===== config.mk =====
export PLATFORM = sky130hd
export DESIGN_NAME = tm_timer8
export DESIGN_NICKNAME = d
export VERILOG_FILES = /design/src/common/tm_pkg.sv /design/src/verilog/tm_timer8.sv
export VERILOG_INCLUDE_DIRS = /design/src /design/src/common
export SDC_FILE = /design/constraint.sdc
export NUM_CORES = 1
export LEC_CHECK = 0
export ABC_AREA = 1
export ABC_CLOCK_PERIOD_IN_PS = 2500
export BUFFER_PORTS_ARGS = -buffer_cell sky130_fd_sc_hd__buf_2
export CORE_MARGIN = 3
export CORE_UTILIZATION = 45
export DETAILED_ROUTE_END_ITERATION = 16
export HOLD_SLACK_MARGIN = 0.06
export PLACE_DENSITY_LB_ADDON = 0.1
export SLEW_MARGIN = 20
export SYNTH_ARGS = -nofsm -noshare
export SYNTH_HDL_FRONTEND = slang
export SYNTH_SLANG_ARGS = --single-unit
export TNS_END_PERCENT = 10

===== constraint.sdc =====
create_clock -name sys_clk -period 2.5 [get_ports sys_clk]
set_input_delay 0.125 -clock sys_clk [delete_from_list [all_inputs] [get_ports sys_clk]]
set_output_delay 0.125 -clock sys_clk [all_outputs]
set_load 0.005 [all_outputs]

===== src/common/tm_map.svh =====
// Behaviour
// RQ1: nonzero channel action lets the waveform drive its pin when direction bit is set.
// RQ2: non-PWM action codes: 00 off, 01 toggle, 10 clear, 11 set on match.
// RQ3: fast PWM: 10 clears on match and sets at bottom, 11 inverse, 01 reserved.
// RQ4: fast PWM with compare equal to TOP and upper bit set ignores the match.
// RQ5: phase PWM: 10 clears on up-count match, sets on down-count match; 11 opposite.
// RQ6: phase PWM with compare equal to TOP: match ignored, set or clear at TOP.
// RQ7: reserved bits of both control registers read as zero.
// RQ8: wave mode is control B bit 3 over control A bits 1:0; 4 and 6 reserved.
// RQ9: normal mode TOP 0xff, clear-on-match TOP compare A; immediate update; overflow at MAX.
// RQ10: phase modes 1 and 5: TOP 0xff or compare A; update at TOP; overflow at BOTTOM.
// RQ11: fast modes 3 and 7: update at BOTTOM; overflow at MAX or TOP.
// RQ12: force strobes act only in non-PWM modes; software writes them zero otherwise.
// RQ13: a force strobe forces a match; output follows current action bits.
// RQ14: forced match sets no flag, never clears the counter; strobes read zero.
// RQ15: clock select: stop, undivided, divide by 8, 32, 64, 128, 256, 1024.
// RQ16: counter register gives direct read and write of the 8-bit count.
// RQ17: a counter write blocks compare matches on the next timer tick.
// RQ18: compare value A is compared with the counter continuously.
// RQ19: match flags set on match; cleared by vector acknowledge or writing one.
// RQ20: compare value B is compared with the counter continuously.
// RQ21: counter steps once per tick; phase modes count up then down, others wrap.
`ifndef TM_MAP_SVH
`define TM_MAP_SVH

// ****************************************
// register indices (byte address = index * 4)
// ****************************************
`define TM_IDX_CTRL_A 8'hb0
`define TM_IDX_CTRL_B 8'hb1
`define TM_IDX_COUNT 8'hb2
`define TM_IDX_CMP_A 8'hb3
`define TM_IDX_CMP_B 8'hb4
`define TM_IDX_FLAGS 8'hb7
`define TM_IDX_PIN_DIR 8'hb8

// ****************************************
// field positions
// ****************************************
`define TM_CA_OUT_A_HI 7
`define TM_CA_OUT_A_LO 6
`define TM_CA_OUT_B_HI 5
`define TM_CA_OUT_B_LO 4
`define TM_CB_FORCE_A 7
`define TM_CB_FORCE_B 6
`define TM_CB_MODE_HIGH 3
`define TM_FLAG_MATCH_B 2
`define TM_FLAG_MATCH_A 1
`define TM_FLAG_OVF 0

// ****************************************
// reset values and limits
// ****************************************
`define TM_RST_BYTE 8'h00
`define TM_MAX 8'hff
`define TM_BOTTOM 8'h00

// ****************************************
// prescaler tap masks
// ****************************************
`define TM_PRE_MASK_8 10'h007
`define TM_PRE_MASK_32 10'h01f
`define TM_PRE_MASK_64 10'h03f
`define TM_PRE_MASK_128 10'h07f
`define TM_PRE_MASK_256 10'h0ff
`define TM_PRE_MASK_1024 10'h3ff

`endif


===== src/common/tm_pkg.sv =====
package tm_pkg;

    // counting direction, gray along up -> down
    typedef enum logic [0:0] {
        TM_UP = 1'b0,
        TM_DOWN = 1'b1
    } tm_dir_e;

    typedef struct packed {
        logic [1:0] out_a_action;
        logic [1:0] out_b_action;
        logic [2:0] wave_mode_sel;
        logic [2:0] clock_select;
    } tm_ctrl_s;

    typedef struct packed {
        logic match_flag_b;
        logic match_flag_a;
        logic overflow;
    } tm_flags_s;

endpackage


===== src/verilog/tm_timer8.sv =====
// Design decision made here: register access over APB.
`timescale 1ns/100ps
`default_nettype none
`include "tm_map.svh"

module tm_timer8
    import tm_pkg::*;
(
    // clock and reset
    input wire logic sys_clk,
    input wire logic rst,
    // apb slave
    input wire logic psel,
    input wire logic penable,
    input wire logic pwrite,
    input wire logic [11:0] paddr,
    input wire logic [31:0] pwdata,
    output logic [31:0] prdata,
    output logic pready,
    output logic pslverr,
    // vector acknowledge, clears flags
    input wire logic [2:0] vector_ack,
    // waveform pins
    output logic wave_out_a,
    output logic wave_oe_a,
    output logic wave_out_b,
    output logic wave_oe_b,
    // status
    output logic [2:0] flags
);

    // ****************************************
    // state
    // ****************************************
    tm_ctrl_s ctrl_ff, nxt_ctrl;
    tm_flags_s flags_ff, nxt_flags;
    tm_dir_e dir_ff, nxt_dir;
    logic [1:0] pin_dir_ff, nxt_pin_dir;
    logic [7:0] cnt_ff, nxt_cnt;
    logic [7:0] cmp_buf_ff [2];
    logic [7:0] nxt_cmp_buf [2];
    logic [7:0] cmp_eff_ff [2];
    logic [7:0] nxt_cmp_eff [2];
    logic [1:0] force_ff, nxt_force;
    logic block_ff, nxt_block;
    logic [9:0] pre_ff, nxt_pre;
    logic [1:0] wave_ff, nxt_wave;
    logic [1:0] oe_ff, nxt_oe;
    logic [31:0] prdata_ff, nxt_prdata;
    logic pready_ff, nxt_pready;
    logic pslverr_ff, nxt_pslverr;

    // ****************************************
    // decode of mode and bus
    // ****************************************
    logic [2:0] mode;
    logic is_phase, is_fast, is_pwm, top_is_cmp;
    logic [7:0] top;
    logic at_top, at_bot, tick;
    logic [9:0] pre_mask;
    logic acc, wr_en, rd_en;
    logic [7:0] idx;
    logic idx_ok;
    logic [1:0] match;
    logic [1:0] act [2];

    assign mode = ctrl_ff.wave_mode_sel; // see RQ8
    assign is_phase = (mode == 3'd1) || (mode == 3'd5); // see RQ10
    assign is_fast = (mode == 3'd3) || (mode == 3'd7); // see RQ11
    assign is_pwm = is_phase || is_fast;
    assign top_is_cmp = (mode == 3'd2) || (mode == 3'd5) || (mode == 3'd7);
    assign top = top_is_cmp ? cmp_eff_ff[0] : `TM_MAX; // see RQ9
    assign at_top = (cnt_ff == top);
    assign at_bot = (cnt_ff == `TM_BOTTOM);
    assign act[0] = ctrl_ff.out_a_action;
    assign act[1] = ctrl_ff.out_b_action;

    assign acc = psel && penable && pready_ff;
    assign wr_en = acc && pwrite && idx_ok;
    assign rd_en = acc && !pwrite;
    assign idx = paddr[9:2];
    assign idx_ok = (paddr[11:10] == 2'b00) && (paddr[1:0] == 2'b00) &&
        ((idx == `TM_IDX_CTRL_A) || (idx == `TM_IDX_CTRL_B) ||
         (idx == `TM_IDX_COUNT) || (idx == `TM_IDX_CMP_A) ||
         (idx == `TM_IDX_CMP_B) || (idx == `TM_IDX_FLAGS) ||
         (idx == `TM_IDX_PIN_DIR));

    // ****************************************
    // prescaler tick
    // ****************************************
    always_comb begin
        case (ctrl_ff.clock_select) // see RQ15
            3'd2: pre_mask = `TM_PRE_MASK_8;
            3'd3: pre_mask = `TM_PRE_MASK_32;
            3'd4: pre_mask = `TM_PRE_MASK_64;
            3'd5: pre_mask = `TM_PRE_MASK_128;
            3'd6: pre_mask = `TM_PRE_MASK_256;
            3'd7: pre_mask = `TM_PRE_MASK_1024;
            default: pre_mask = 10'h000;
        endcase
        nxt_pre = pre_ff + 10'd1;
        tick = (ctrl_ff.clock_select != 3'd0) && ((pre_ff & pre_mask) == pre_mask);
    end

    // ****************************************
    // registers written by software
    // ****************************************
    always_comb begin
        nxt_ctrl = ctrl_ff;
        nxt_pin_dir = pin_dir_ff;
        nxt_force = 2'b00;
        for (int i = 0; i < 2; i++) begin
            nxt_cmp_buf[i] = cmp_buf_ff[i];
        end
        if (wr_en) begin
            if (idx == `TM_IDX_CTRL_A) begin
                nxt_ctrl.out_a_action = pwdata[`TM_CA_OUT_A_HI:`TM_CA_OUT_A_LO];
                nxt_ctrl.out_b_action = pwdata[`TM_CA_OUT_B_HI:`TM_CA_OUT_B_LO];
                nxt_ctrl.wave_mode_sel[1:0] = pwdata[1:0]; // see RQ8
            end else if (idx == `TM_IDX_CTRL_B) begin
                nxt_ctrl.wave_mode_sel[2] = pwdata[`TM_CB_MODE_HIGH]; // see RQ8
                nxt_ctrl.clock_select = pwdata[2:0];
                if (!is_pwm) begin
                    nxt_force[0] = pwdata[`TM_CB_FORCE_A]; // see RQ12
                    nxt_force[1] = pwdata[`TM_CB_FORCE_B]; // see RQ12
                end
            end else if (idx == `TM_IDX_CMP_A) begin
                nxt_cmp_buf[0] = pwdata[7:0];
            end else if (idx == `TM_IDX_CMP_B) begin
                nxt_cmp_buf[1] = pwdata[7:0];
            end else if (idx == `TM_IDX_PIN_DIR) begin
                nxt_pin_dir = pwdata[1:0];
            end
        end
    end

    // ****************************************
    // counter and direction
    // ****************************************
    always_comb begin
        nxt_cnt = cnt_ff;
        nxt_dir = dir_ff;
        nxt_block = block_ff;
        if (tick) begin
            nxt_block = 1'b0;
            if (is_phase) begin // see RQ21
                if (dir_ff == TM_UP) begin
                    if (at_top) begin
                        nxt_dir = TM_DOWN;
                        nxt_cnt = cnt_ff - 8'd1;
                    end else begin
                        nxt_cnt = cnt_ff + 8'd1;
                    end
                end else begin
                    if (at_bot) begin
                        nxt_dir = TM_UP;
                        nxt_cnt = cnt_ff + 8'd1;
                    end else begin
                        nxt_cnt = cnt_ff - 8'd1;
                    end
                end
            end else begin
                nxt_dir = TM_UP;
                nxt_cnt = at_top ? `TM_BOTTOM : cnt_ff + 8'd1; // see RQ21
            end
        end
        if (wr_en && (idx == `TM_IDX_COUNT)) begin
            nxt_cnt = pwdata[7:0]; // see RQ16
            nxt_block = 1'b1; // see RQ17
        end
    end

    // ****************************************
    // compare units and buffered compare values
    // ****************************************
    logic upd;
    always_comb begin
        if (!is_pwm) begin
            upd = 1'b1; // see RQ9
        end else if (is_phase) begin
            upd = tick && at_top && (dir_ff == TM_UP); // see RQ10
        end else begin
            upd = tick && at_top; // see RQ11
        end
        for (int i = 0; i < 2; i++) begin
            nxt_cmp_eff[i] = upd ? nxt_cmp_buf[i] : cmp_eff_ff[i];
            match[i] = tick && !block_ff && (cnt_ff == cmp_eff_ff[i]); // see RQ18 see RQ20 see RQ17
        end
    end

    // ****************************************
    // flags
    // ****************************************
    logic ovf;
    always_comb begin
        if (is_phase) begin
            ovf = tick && at_bot && (dir_ff == TM_DOWN); // see RQ10
        end else if (mode == 3'd7) begin
            ovf = tick && at_top; // see RQ11
        end else begin
            ovf = tick && (cnt_ff == `TM_MAX); // see RQ9 see RQ11
        end
        nxt_flags = flags_ff;
        if (vector_ack[0] || (wr_en && (idx == `TM_IDX_FLAGS) && pwdata[`TM_FLAG_OVF])) begin
            nxt_flags.overflow = 1'b0;
        end
        if (vector_ack[1] ||
            (wr_en && (idx == `TM_IDX_FLAGS) && pwdata[`TM_FLAG_MATCH_A])) begin
            nxt_flags.match_flag_a = 1'b0; // see RQ19
        end
        if (vector_ack[2] ||
            (wr_en && (idx == `TM_IDX_FLAGS) && pwdata[`TM_FLAG_MATCH_B])) begin
            nxt_flags.match_flag_b = 1'b0; // see RQ19
        end
        // set wins over clear; forced matches never reach here
        if (ovf) begin
            nxt_flags.overflow = 1'b1;
        end
        if (match[0]) begin
            nxt_flags.match_flag_a = 1'b1; // see RQ19 see RQ14
        end
        if (match[1]) begin
            nxt_flags.match_flag_b = 1'b1; // see RQ19 see RQ14
        end
    end

    // ****************************************
    // waveform units, one per channel
    // ****************************************
    genvar ch;
    generate
        for (ch = 0; ch < 2; ch++) begin : g_wave
            logic cmp_top;
            logic a_toggle;
            assign cmp_top = (cmp_eff_ff[ch] == top);
            // channel a only: code 01 toggles in pwm when mode high bit set
            assign a_toggle = (ch == 0) && (act[ch] == 2'b01) && mode[2];
            always_comb begin
                nxt_wave[ch] = wave_ff[ch];
                if (!is_pwm) begin
                    if (match[ch] || force_ff[ch]) begin // see RQ13
                        case (act[ch]) // see RQ2
                            2'b01: nxt_wave[ch] = !wave_ff[ch];
                            2'b10: nxt_wave[ch] = 1'b0;
                            2'b11: nxt_wave[ch] = 1'b1;
                            default: nxt_wave[ch] = wave_ff[ch];
                        endcase
                    end
                end else if (a_toggle) begin
                    if (match[ch]) begin
                        nxt_wave[ch] = !wave_ff[ch];
                    end
                end else if (act[ch][1]) begin
                    if (is_fast) begin
                        if (tick && at_top) begin
                            nxt_wave[ch] = !act[ch][0]; // see RQ3
                        end else if (match[ch] && !cmp_top) begin
                            nxt_wave[ch] = act[ch][0]; // see RQ3 see RQ4
                        end
                    end else if (cmp_top) begin
                        if (tick && at_top && (dir_ff == TM_UP)) begin
                            nxt_wave[ch] = !act[ch][0]; // see RQ6
                        end
                    end else if (match[ch]) begin
                        nxt_wave[ch] = (dir_ff == TM_UP) ? act[ch][0] : !act[ch][0]; // see RQ5
                    end
                end
                nxt_oe[ch] = (act[ch] != 2'b00) && pin_dir_ff[ch]; // see RQ1
            end
        end
    endgenerate

    // ****************************************
    // apb answer, zero wait states
    // ****************************************
    always_comb begin
        nxt_pready = psel && !penable;
        nxt_prdata = 32'h0000_0000;
        nxt_pslverr = 1'b0;
        if (psel && !penable) begin
            nxt_pslverr = !idx_ok;
            if (!pwrite && idx_ok) begin
                if (idx == `TM_IDX_CTRL_A) begin
                    nxt_prdata[7:0] = {ctrl_ff.out_a_action, ctrl_ff.out_b_action,
                        2'b00, ctrl_ff.wave_mode_sel[1:0]}; // see RQ7
                end else if (idx == `TM_IDX_CTRL_B) begin
                    nxt_prdata[7:0] = {4'h0, ctrl_ff.wave_mode_sel[2],
                        ctrl_ff.clock_select}; // see RQ7 see RQ14
                end else if (idx == `TM_IDX_COUNT) begin
                    nxt_prdata[7:0] = cnt_ff; // see RQ16
                end else if (idx == `TM_IDX_CMP_A) begin
                    nxt_prdata[7:0] = cmp_buf_ff[0];
                end else if (idx == `TM_IDX_CMP_B) begin
                    nxt_prdata[7:0] = cmp_buf_ff[1];
                end else if (idx == `TM_IDX_FLAGS) begin
                    nxt_prdata[2:0] = flags_ff;
                end else if (idx == `TM_IDX_PIN_DIR) begin
                    nxt_prdata[1:0] = pin_dir_ff;
                end
            end
        end else if (psel && penable && !rd_en) begin
            nxt_prdata = prdata_ff;
        end
    end

    // ****************************************
    // registers
    // ****************************************
    always_ff @(posedge sys_clk) begin
        if (rst) begin
            ctrl_ff <= '0;
            flags_ff <= '0;
            dir_ff <= TM_UP;
            pin_dir_ff <= 2'b00;
            cnt_ff <= `TM_RST_BYTE;
            cmp_buf_ff[0] <= `TM_RST_BYTE;
            cmp_buf_ff[1] <= `TM_RST_BYTE;
            cmp_eff_ff[0] <= `TM_RST_BYTE;
            cmp_eff_ff[1] <= `TM_RST_BYTE;
            force_ff <= 2'b00;
            block_ff <= 1'b0;
            pre_ff <= 10'h000;
            wave_ff <= 2'b00;
            oe_ff <= 2'b00;
            prdata_ff <= 32'h0000_0000;
            pready_ff <= 1'b0;
            pslverr_ff <= 1'b0;
        end else begin
            ctrl_ff <= nxt_ctrl;
            flags_ff <= nxt_flags;
            dir_ff <= nxt_dir;
            pin_dir_ff <= nxt_pin_dir;
            cnt_ff <= nxt_cnt;
            cmp_buf_ff[0] <= nxt_cmp_buf[0];
            cmp_buf_ff[1] <= nxt_cmp_buf[1];
            cmp_eff_ff[0] <= nxt_cmp_eff[0];
            cmp_eff_ff[1] <= nxt_cmp_eff[1];
            force_ff <= nxt_force;
            block_ff <= nxt_block;
            pre_ff <= nxt_pre;
            wave_ff <= nxt_wave;
            oe_ff <= nxt_oe;
            prdata_ff <= nxt_prdata;
            pready_ff <= nxt_pready;
            pslverr_ff <= nxt_pslverr;
        end
    end

    assign prdata = prdata_ff;
    assign pready = pready_ff;
    assign pslverr = pslverr_ff;
    assign wave_out_a = wave_ff[0];
    assign wave_out_b = wave_ff[1];
    assign wave_oe_a = oe_ff[0];
    assign wave_oe_b = oe_ff[1];
    assign flags = flags_ff;

endmodule

`default_nettype wire


==> reports/qor.csv, run 1 <==
stage,metric,value,unit
min_path,hp-class,input port to flop,
setup_path,worst-setup-path-type,flop to flop,
flow_run,maxCapViolCount,0,
min_path,worstHoldEndpoint,force_ff[0],
synthesis,synth_seq_cells,83,
route,via_count,5164,
clock_network,cts-root-buf,clkbuf_16,
placement,portBuffers,44,
sta,worst_slack,0.2942,ns
setup_path,cp-end-kind,flop,
min_path,hold_start,pwdata[7],
final_layout,n_antenna_cell,0,
clock_network,path_clk_slew,0.07,ns
route,drc_errors,0,
sta,max_slew_margin,0.5824,
synthesis,mappedNetlistArea,0.005214,mm²
floorplan,die_h,113.6,µm
synthesis,ys_seq_area_frac,0.3187,
setup_path,cp_slowest_stage_delay,0.56,ns
setup_path,path_buf_inv,1,
global_route,antenna_found_initial,0,
route,drt-total-wl,14930,µm
synthesis,synthArstFlopShare,0,
floorplan,ioPinCount,93,
sta,rsz0062_at_grt,false,
route,vias_per_cell,5.185,
floorplan,die_x,113.6,µm
clock_network,cts_max_level,3,
route,wl_per_cell,14.99,µm
synthesis,yosysMostFrequentCell,nand2_1,
setup_path,r2r_slack,0.29,ns
global_route,grt_pass1_wl,24270,µm
synthesis,synth_commonest_cells,"nand2_1 (169), inv_1 (122), dfxtp_1 (83), nor2_1 (83), a21oi_1 (66)",
synthesis,synthCells,803,
final_layout,drive_above_1_share,0.1297,
synthesis,ys_warn_count,0,
global_route,grt_usage,0.2364,
sta,tns,0,ns
route,ant_nets,0,
sta,finalHoldViolations,0,
route,drtIter0Drc,322,
setup_path,cp_cell_sequence,inv_1 > nand2_1 > nand2_1 > nor2_1 > nand4_1 > nor2_1 > nand2_1 > nand3_1 > nand2_1 > nor2_1 > nand3_1 > nand2_1 > nand2_1 > a21oi_1,
pwr,p_leak,2.733,nW
placement,dp_hpwl,11500,µm
sta,period_share,0.8823,
clock_network,clock-sinks,83,
placement,place_ws,0.2406,ns
setup_path,timing.rr.end,wave_ff[0],
synthesis,syn_area_per_cell,6.493,µm²
sta,setup_violations,0,
setup_path,arrival,2.49,ns
setup_path,path_max_fanout,9,
clock_network,clockBufferDepth,2,
final_layout,area_delta_synth_final,12.45,%
min_path,hold_depth,3,
placement,gp_congestion,0.9190,
route,drt_first_pass_iters,5,
setup_path,setup.worst_path.start_class,flop,
floorplan,die_area,0.01291,mm²
setup_path,r2r_cells,14,
synthesis,synth_top_area_share,0.3187,
global_route,first_global_vias,4988,
setup_path,cpMostUsedCell,nand2_1,
synthesis,yosys.area.top_type,dfxtp_1,
setup_path,cpMaxStageDelayCell,dfxtp_1,
sta,min_period,2.206,ns
run_status,status,completed,
global_route,grt_overflow,0,
floorplan,core_area,0.01108,mm²
setup_path,r2r_start,cnt_ff[6],
pwr,irDropWorstVdd,0.0004519,V
setup_path,cp_top_family,simple AND/OR/NAND/NOR gates,
clock_network,post_cts_buffers,0,
floorplan,initial_core_util,0.4706,
synthesis,synth_area_leaders,"dfxtp_1 (32%), nand2_1 (12%), inv_1 (8.8%), a21oi_1 (6.3%), nor2_1 (6.0%)",
sta,worstMarginPinSlew,0.6265,ns
global_route,grt_max_degree,46,
setup_path,worstPathRequired,2.78,ns
sta,finClkSkew,0.01041,ns
synthesis,synth-main-ff-cell,dfxtp_1,
sta,clock.fmax,453.4,MHz
clock_network,numCtsBuffers,9,
floorplan,rows,38,
pwr,p_per_area,490.0,mW/mm²
clock_network,cts_tree,done,
sta,drv_slew,0,
clock_network,insertion_delay,0.35,ns
synthesis,synthDistinctLibCells,46,
final_layout,final_nets,909,
synthesis,synth_edf_count,0,
==> sequential cells by signal, summed over array words and instances (netlist names) <==
| signal | flops |
|---|---|
| act | 4 |
| oe_ff | 2 |
| flags | 3 |
| cnt_ff | 8 |
| pslverr | 1 |
| ctrl_ff | 3 |
| block_ff | 1 |
| cmp_buf_ff | 16 |
| cmp_eff_ff | 16 |
| pready | 1 |
| mode | 3 |
| prdata | 8 |
| wave_ff | 2 |
| dir_ff | 1 |
| pre_ff | 10 |
| pin_dir_ff | 2 |
| force_ff | 2 |
==> worst register-to-register path: stages, from the launching register on <==
cell and delay (ns):
dfxtp_1 0.56, inv_1 0.21, nand2_1 0.10, nand2_1 0.05
nor2_1 0.11, nand4_1 0.08, nor2_1 0.25, nand2_1 0.19
nand3_1 0.10, nand2_1 0.06, nor2_1 0.09, nand3_1 0.11
nand2_1 0.07, nand2_1 0.04, a21oi_1 0.11
==> report_power, final <==
part | total, mW | switching [mW] | internal (mW)
clock network | 1.43 | 0.549 | 0.876
registers | 1.33 | 0.00310 | 1.33
logic | 0.117 | 0.0817 | 0.0357
total | 2.87 | 0.634 | 2.24
==> cells in the final DEF (no fill, tap or decap), types with 15 or more instances in the layout <==
cell type,instances
nor3_1,18
dfxtp_1,83
conb_1,24
a21oi_1,66
o21ai_0,56
inv_1,122
nor2_1,83
nand3_1,42
xor2_1,19
nand2_1,169
buf_4,15
buf_2,44
==> metrics by stage <==
step                area (µm²)  instances  hold WS, ns    util  power, mW
global route              5863        996      0.08709  0.5293      2.968
floorplan                 5300        826       0.2596       -      1.450
finish                    5863        996      0.08569  0.5293      2.873
detailed placement        5520        978       0.4102  0.4983      1.474
CTS                       5858        996      0.06887  0.5288      2.905
global placement          5520        978       0.4057  0.4983      1.471
==> layout make-up <==
cell class	count	area (µm²)
Fill cell	1132	5215
Multi-Input combinational cell	567	2855
Sequential cell	83	1662
Inverter	128	480.5
Timing Repair Buffer	62	372.9
Clock buffer	10	229.0
Tap cell	140	175.2
Clock inverter	6	88.84
==> routing by layer <==
layer	up-vias	part of all wire	track usage
met3	17	0.056	0.05676
met4	0	0.015	0.05609
met1	2379	0.45	0.3082
met2	138	0.48	0.3954
li1	2630	-	-
met5	-	0	0
==> worst max path at each step <==
stage	cells past startpoint	startpoint	slack, ns	endpoint
6_report	14	cnt_ff[6]	0.29	wave_ff[0]
5_1_grt	15	mode[0]	0.05	cnt_ff[3]
4_1_cts	13	mode[0]	0.21	cnt_ff[3]
3_5_place_dp	13	mode[0]	0.24	cnt_ff[3]
3_3_place_gp	13	mode[0]	0.28	cnt_ff[3]
2_1_floorplan	15	mode[2]	0.67	cnt_ff[3]
==> timing repair <==
item / in CTS / in global routing
hold buffers: 2 / 0
endpoints found under the setup margin: 0 / 6
endpoints found under the hold margin: 2 / 0
resized for setup: 0 / 1
==> kinds of logic after synthesis <==
family | Yosys count | synth area share
AO/OA/AOI/OAI | 167 | 0.1795
AND/OR/NAND/NOR | 348 | 0.2985
other | 1 | 0.0007193
adder cells (fa/ha/maj) | 6 | 0.01440
buffers and inverters | 176 | 0.1512
flip-flops | 83 | 0.3187
XOR/XNOR | 22 | 0.03696
(Power assumes the default switching activity.)
==> inputs of run 2 (changes only) <==
--- a/config.mk
+++ b/config.mk
@@ -9,8 +9,10 @@
 export ABC_AREA = 1
 export ABC_CLOCK_PERIOD_IN_PS = 2500
 export BUFFER_PORTS_ARGS = -buffer_cell sky130_fd_sc_hd__buf_2
+export CELL_PAD_IN_SITES_DETAIL_PLACEMENT = 1
+export CELL_PAD_IN_SITES_GLOBAL_PLACEMENT = 2
 export CORE_MARGIN = 3
-export CORE_UTILIZATION = 45
+export CORE_UTILIZATION = 30
 export DETAILED_ROUTE_END_ITERATION = 16
 export HOLD_SLACK_MARGIN = 0.06
 export PLACE_DENSITY_LB_ADDON = 0.1
==> reports/qor.csv, run 2 (synthesis results as in run 1) <==
stage,metric,value,unit,change
run_status,status,completed,,
sta,clock.fmax,442.0,MHz,-2.5%
floorplan,initial_core_util,0.3100,,-0.1606
sta,tns,0,ns,unchanged
setup_path,worst-setup-path-type,flop to flop,,
global_route,grt_usage,0.2022,,-0.03416
route,vias_per_cell,4.902,,-5.4%
sta,period_share,0.9050,,+0.02267
flow_run,maxCapViolCount,0,,unchanged
floorplan,rows,47,,+24%
floorplan,ioPinCount,93,,unchanged
floorplan,die_area,0.01900,mm²,+47%
setup_path,r2r_start,ctrl_ff[1],,
final_layout,final_util,0.3551,,-0.1742
final_layout,drive_above_1_share,0.1298,,+0.0001517
placement,gp_congestion,0.8331,,-9.3%
route,ant_nets,0,,unchanged
final_layout,final_nets,908,,-0.11%
placement,dp_hpwl,14680,µm,+28%
sta,min_period,2.262,ns,+0.05667 ns
setup_path,arrival,2.54,ns,+0.05 ns
final_layout,mostFrequentLayoutCells,"nand2_1 (169), inv_1 (122), nor2_1 (83), dfxtp_1 (83), a21oi_1 (66)",,
route,wl_per_cell,17.40,µm,+16%
setup_path,r2r_cells,12,,-2
min_path,hold_depth,4,,+1
setup_path,path_max_fanout,32,,+23
pwr,p_leak,2.741,nW,+0.30%
route,drc_errors,0,,unchanged
sta,finClkSkew,0.01034,ns,-0.00007410 ns
sta,hold_ws,0.09662,ns,+0.01093 ns
sta,rsz0062_at_grt,false,,
clock_network,cts_tree,done,,
setup_path,setup.worst_path.start_class,flop,,
sta,finalHoldViolations,0,,unchanged
route,drt-total-wl,18710,µm,+25%
setup_path,worstPathRequired,2.78,ns,about the same
final_layout,biggestRegsByFlops,"cmp_buf_ff (16), cmp_eff_ff (16), pre_ff (10)",,
sta,worst_slack,0.2376,ns,-0.05667 ns
floorplan,die_h,137.8,µm,+21%
setup_path,timing.rr.end,cmp_eff_ff[0][13],,
min_path,hp-class,input port to flop,,
sta,max_slew_margin,0.5825,,about the same
route,drt_first_pass_iters,5,,unchanged
global_route,antenna_found_initial,0,,unchanged
final_layout,layout_commonest_cell,nand2_1,,
clock_network,insertion_delay,0.35,ns,about the same
global_route,grt_overflow,0,,unchanged
setup_path,r2r_slack,0.24,ns,-0.06 ns
global_route,first_global_vias,5294,,+6.1%
setup_path,cp-end-kind,flop,,
floorplan,core_area,0.01682,mm²,+52%
route,drtIter0Drc,260,,-19%
clock_network,path_clk_slew,0.07,ns,about the same
sta,worstMarginPinSlew,0.6263,ns,-0.0001585 ns
pwr,p_per_area,504.1,mW/mm²,+2.9%
clock_network,cts_max_level,3,,unchanged
setup_path,cp-startpoint,ctrl_ff[1],,
final_layout,n_antenna_cell,0,,unchanged
sta,setup_violations,0,,unchanged
global_route,grt_max_degree,38,,-17%
global_route,grt_pass1_wl,29130,µm,+20%
pwr,irDropWorstVdd,0.0003363,V,-26%
placement,place_ws,0.2018,ns,-0.03874 ns
clock_network,numCtsBuffers,9,,unchanged
final_layout,area_delta_synth_final,14.54,%,
clock_network,clock-sinks,83,,unchanged
route,via_count,5270,,+2.1%
placement,portBuffers,44,,unchanged
floorplan,die_x,137.8,µm,+21%
clock_network,clockBufferDepth,2,,unchanged
clock_network,cts-root-buf,clkbuf_16,,
sta,drv_slew,0,,unchanged
setup_path,cp-endpoint,cmp_eff_ff[0][13],,
[run 2: what timing repair did]
item                                    CTS  global route
hold buffers                              2             0
buffers inserted                          0             0
gates resized for setup                   0             1
endpoints found under the setup margin    0            10
endpoints found under the hold margin     2             0
[run 2: how the worst min path moves through the flow]
stage / from / endpoint
6_report: penable / pready
4_1_cts: penable / pready
2_1_floorplan: pwdata[7] / force_ff[0]
3_3_place_gp: vector_ack[1] / flags[1]
3_5_place_dp: vector_ack[1] / flags[1]
5_1_grt: penable / pready
[run 2: critical path: stages (launching register included)]
cell and delay [ns]:
dfxtp_1 0.37, inv_1 0.15, nand2_1 0.09, nand3_1 0.07, nand2_1 0.05, inv_1 0.04
nand3_1 0.24, inv_1 0.34, nand3_4 0.17, a22oi_4 0.18, buf_12 0.21, o21ai_0 0.13
a21oi_2 0.14
[run 2: metal layers]
layer  wire [µm]  vias to the layer above  global-route usage  part of all wire
met1        9283                     2559              0.2866              0.50
met3         595                       15             0.03287             0.032
met4         198                        0             0.04281             0.011
met2        8631                       81              0.3235              0.46
met5           0                        -                   0                 0
li1            -                     2615                   -                 -
[run 2: cell type report]
class,count,area (µm²)
clock inverters,6,95.09
inverters,128,480.5
repair buffers,61,365.4
clock buffers,10,239.0
well taps,220,275.3
fillers,2226,10850
multi-input cells,567,2855
flip-flops and latches,83,1662
[run 2: where the power goes]
group / total (mW) / internal, mW / switching (mW)
clock network: 1.55 / 0.917 / 0.634
registers: 1.33 / 1.33 / 0.00327
logic: 0.129 / 0.0358 / 0.0935
[run 2: stage by stage]
stage                     cells  power [mW]  cell area (µm²)
after global routing       1075       3.131             5972
after CTS                  1075       3.050             5967
final                      1075       3.010             5972
after floorplan             826       1.450             5300
after global placement     1057       1.483             5613
after detailed placement   1057       1.487             5613
==> inputs of run 3 (changes only) <==
--- a/config.mk
+++ b/config.mk
@@ -20,4 +20,4 @@
 export SYNTH_ARGS = -nofsm -noshare
 export SYNTH_HDL_FRONTEND = slang
 export SYNTH_SLANG_ARGS = --single-unit
-export TNS_END_PERCENT = 10
+export TNS_END_PERCENT = 1
==> constraint.sdc (replaced) <==
create_clock -name sys_clk -period 2.5 [get_ports sys_clk]
set_input_delay 0.25 -clock sys_clk [delete_from_list [all_inputs] [get_ports sys_clk]]
set_output_delay 0.25 -clock sys_clk [all_outputs]
set_load 0.005 [all_outputs]
==> reports/qor.csv, run 3 (synthesis results as in run 1) <==
stage,metric,value,unit,change
run_status,status,completed,,
sta,hold_ws,0.1538,ns,+0.05718 ns
pwr,switching_share,0.2478,,+0.004875
pwr,power.share.clock,0.515,,about the same
setup_path,worst-setup-path-type,flop to flop,,
pwr,pwr-share-comb,0.042,,about the same
setup_path,path_buf_inv,1,,-3
clock_network,clockBufferDepth,2,,unchanged
sta,worst_slack,0.2873,ns,+0.04972 ns
pwr,finalPower,2.997,mW,-0.45%
setup_path,cpMaxStageDelayCell,dfxtp_1,,
pwr,p_switching,0.7425,mW,+1.5%
setup_path,setup.worst_path.start_class,flop,,
floorplan,core_area,0.01682,mm²,unchanged
global_route,met3_usage,0.03324,,+0.0003652
clock_network,cts-root-buf,clkbuf_16,,
sta,min_period,2.213,ns,-0.04972 ns
final_layout,layout_commonest_cell,nand2_1,,
floorplan,rows,47,,unchanged
sta,clock.fmax,451.9,MHz,+2.2%
pwr,power_frac_seq,0.444,,+0.002
placement,place_ws,0.1689,ns,-0.03297 ns
global_route,first_global_vias,5427,,+2.5%
setup_path,cpMostUsedCell,nand2_1,,
route,drt-total-wl,18670,µm,-0.19%
pwr,irDropWorstVdd,0.0003265,V,-2.9%
global_route,grt_pass1_wl,29550,µm,+1.4%
global_route,grt-busiest-layer,met2,,
global_route,grt_usage,0.2056,,+0.003438
setup_path,cp_slowest_stage_delay,0.42,ns,+0.05 ns
sta,finalHoldViolations,0,,unchanged
sta,period_share,0.8851,,-0.01989
min_path,hold_depth,4,,unchanged
clock_network,insertion_delay,0.36,ns,about the same
sta,tns,0,ns,unchanged
placement,placedCellCount,1058,,+0.095%
global_route,met2_usage,0.3275,,+0.004067
placement,portBuffers,44,,unchanged
floorplan,initial_core_util,0.3100,,unchanged
pwr,p_per_area,502.6,mW/mm²,-0.29%
route,ant_nets,0,,unchanged
clock_network,cts_max_level,3,,unchanged
setup_path,crit_cells,15,,+3
placement,placed_area,0.005620,mm²,+0.13%
global_route,antenna_found_initial,0,,unchanged
route,drtIter0Drc,275,,+5.8%
sta,max_slew_margin,0.5895,,+0.007040
final_layout,area_delta_synth_final,14.35,%,
floorplan,ioPinCount,93,,unchanged
pwr,intPower,2.254,mW,-1.1%
clock_network,numCtsBuffers,9,,unchanged
clock_network,clock-sinks,83,,unchanged
min_path,hp-class,input port to flop,,
route,via_count,5210,,-1.1%
placement,dp_hpwl,14630,µm,-0.39%
clock_network,path_clk_slew,0.07,ns,about the same
final_layout,biggestRegsByFlops,"cmp_buf_ff (16), cmp_eff_ff (16), pre_ff (10)",,
final_layout,fill_cells,2230,,+0.18%
global_route,grt_overflow,0,,unchanged
clock_network,cts_tree,done,,
global_route,grtUsageMet1,0.2910,,+0.004426
setup_path,cp_cell_sequence,nand2_1 > nand2_4 > nand2_1 > nand2_1 > nand2_1 > inv_1 > nand2_1 > nor2_4 > nand2_1 > o21ai_0 > nand2_1 > nand2_1 > nand2_1 > a21oi_1 > nor2_1,,
floorplan,die_x,137.8,µm,unchanged
final_layout,instances_no_fill,1074,,-0.093%
floorplan,die_area,0.01900,mm²,unchanged
setup_path,r2r_cells,15,,+3
route,drc_errors,0,,unchanged
final_layout,drive_above_1_share,0.1335,,+0.003665
route,drt_first_pass_iters,6,,+1
floorplan,die_h,137.8,µm,unchanged
pwr,p_leak,2.730,nW,-0.40%
setup_path,worstPathRequired,2.73,ns,-0.05 ns
setup_path,path_max_fanout,19,,-41%
final_layout,mostFrequentLayoutCells,"nand2_1 (169), inv_1 (121), nor2_1 (83)",,
setup_path,arrival,2.45,ns,-0.09 ns
flow_run,maxCapViolCount,0,,unchanged
sta,drv_slew,0,,unchanged
sta,worstMarginPinSlew,0.6157,ns,-0.01056 ns
global_route,grt_max_degree,38,,unchanged
setup_path,cp_top_family,simple AND/OR/NAND/NOR gates,,
placement,gp_congestion,0.8610,,+3.3%
clock_network,postCtsHoldBufs,0,,-2
final_layout,design_area,0.005962,mm²,-0.17%
sta,rsz0062_at_grt,false,,
sta,finClkSkew,0.009231,ns,-0.001106 ns
final_layout,final_util,0.3545,,-0.0005950
route,wl_per_cell,17.39,µm,about the same
route,vias_per_cell,4.851,,-1.0%
final_layout,final_nets,907,,-0.11%
setup_path,cp-end-kind,flop,,
final_layout,n_antenna_cell,0,,unchanged
sta,setup_violations,0,,unchanged
==> run 3: cell count changes in the layout (fill, tap and decap cells not counted), sizes merged <==
| cell | previous run | this run |
|---|---|---|
| clkbuf | 10 | 9 |
| clkinv | 1 | 2 |
| dlygate4sd3 | 2 | 0 |
| clkinvlp | 0 | 1 |
| buf | 59 | 60 |
| inv | 131 | 130 |
==> run 3: worst paths after layout <==
path	startpoint	end	slack, ns
min	vector_ack[1]	flags[1]	0.15
max	mode[0]	cnt_ff[3]	0.29
min reg2reg	pre_ff[0]	pre_ff[0]	0.45
max reg2reg	mode[0]	cnt_ff[3]	0.29
==> run 3: final cells by class <==
cell class | count | area, µm² | share of cell area
Clock buffer | 9 | 225.2 | 0.03778
Timing Repair Buffer | 60 | 352.8 | 0.05918
Sequential cell | 83 | 1663 | 0.2789
Inverter | 128 | 480.5 | 0.08059
Tap cell | 220 | 275.3 | 0.04617
Multi-Input combinational cell | 567 | 2855 | 0.4789
Clock inverter | 7 | 110.1 | 0.01847
==> run 3: per-layer routing <==
layer / share of wire / vias to the layer above
met2: 0.47 / 64
met3: 0.037 / 14
li1: - / 2609
met5: 0 / -
met4: 0.013 / 0
met1: 0.48 / 2523
==> run 3: worst register-to-register path: cells and delay by family, from the launching register on <==
| family | cells | cell delay (ns) |
|---|---|---|
| compound gates | 2 | 0.34 |
| simple gates | 12 | 1.27 |
| flops | 1 | 0.42 |
| buf+inv | 1 | 0.05 |
==> run 3: what timing repair did <==
action                                  in CTS  in global routing
endpoints found under the setup margin       0                  9
buffers inserted                             0                  0
resized for setup                            0                  3
==> run 3: power groups by stage <==
stage	clock [mW]	sequential, mW	combinational, mW
6_report	1.54	1.33	0.125
5_1_grt	1.66	1.33	0.142
4_1_cts	1.59	1.33	0.126
3_5_place_dp	0	1.36	0.125
3_3_place_gp	0	1.36	0.123
2_1_floorplan	0	1.36	0.0898
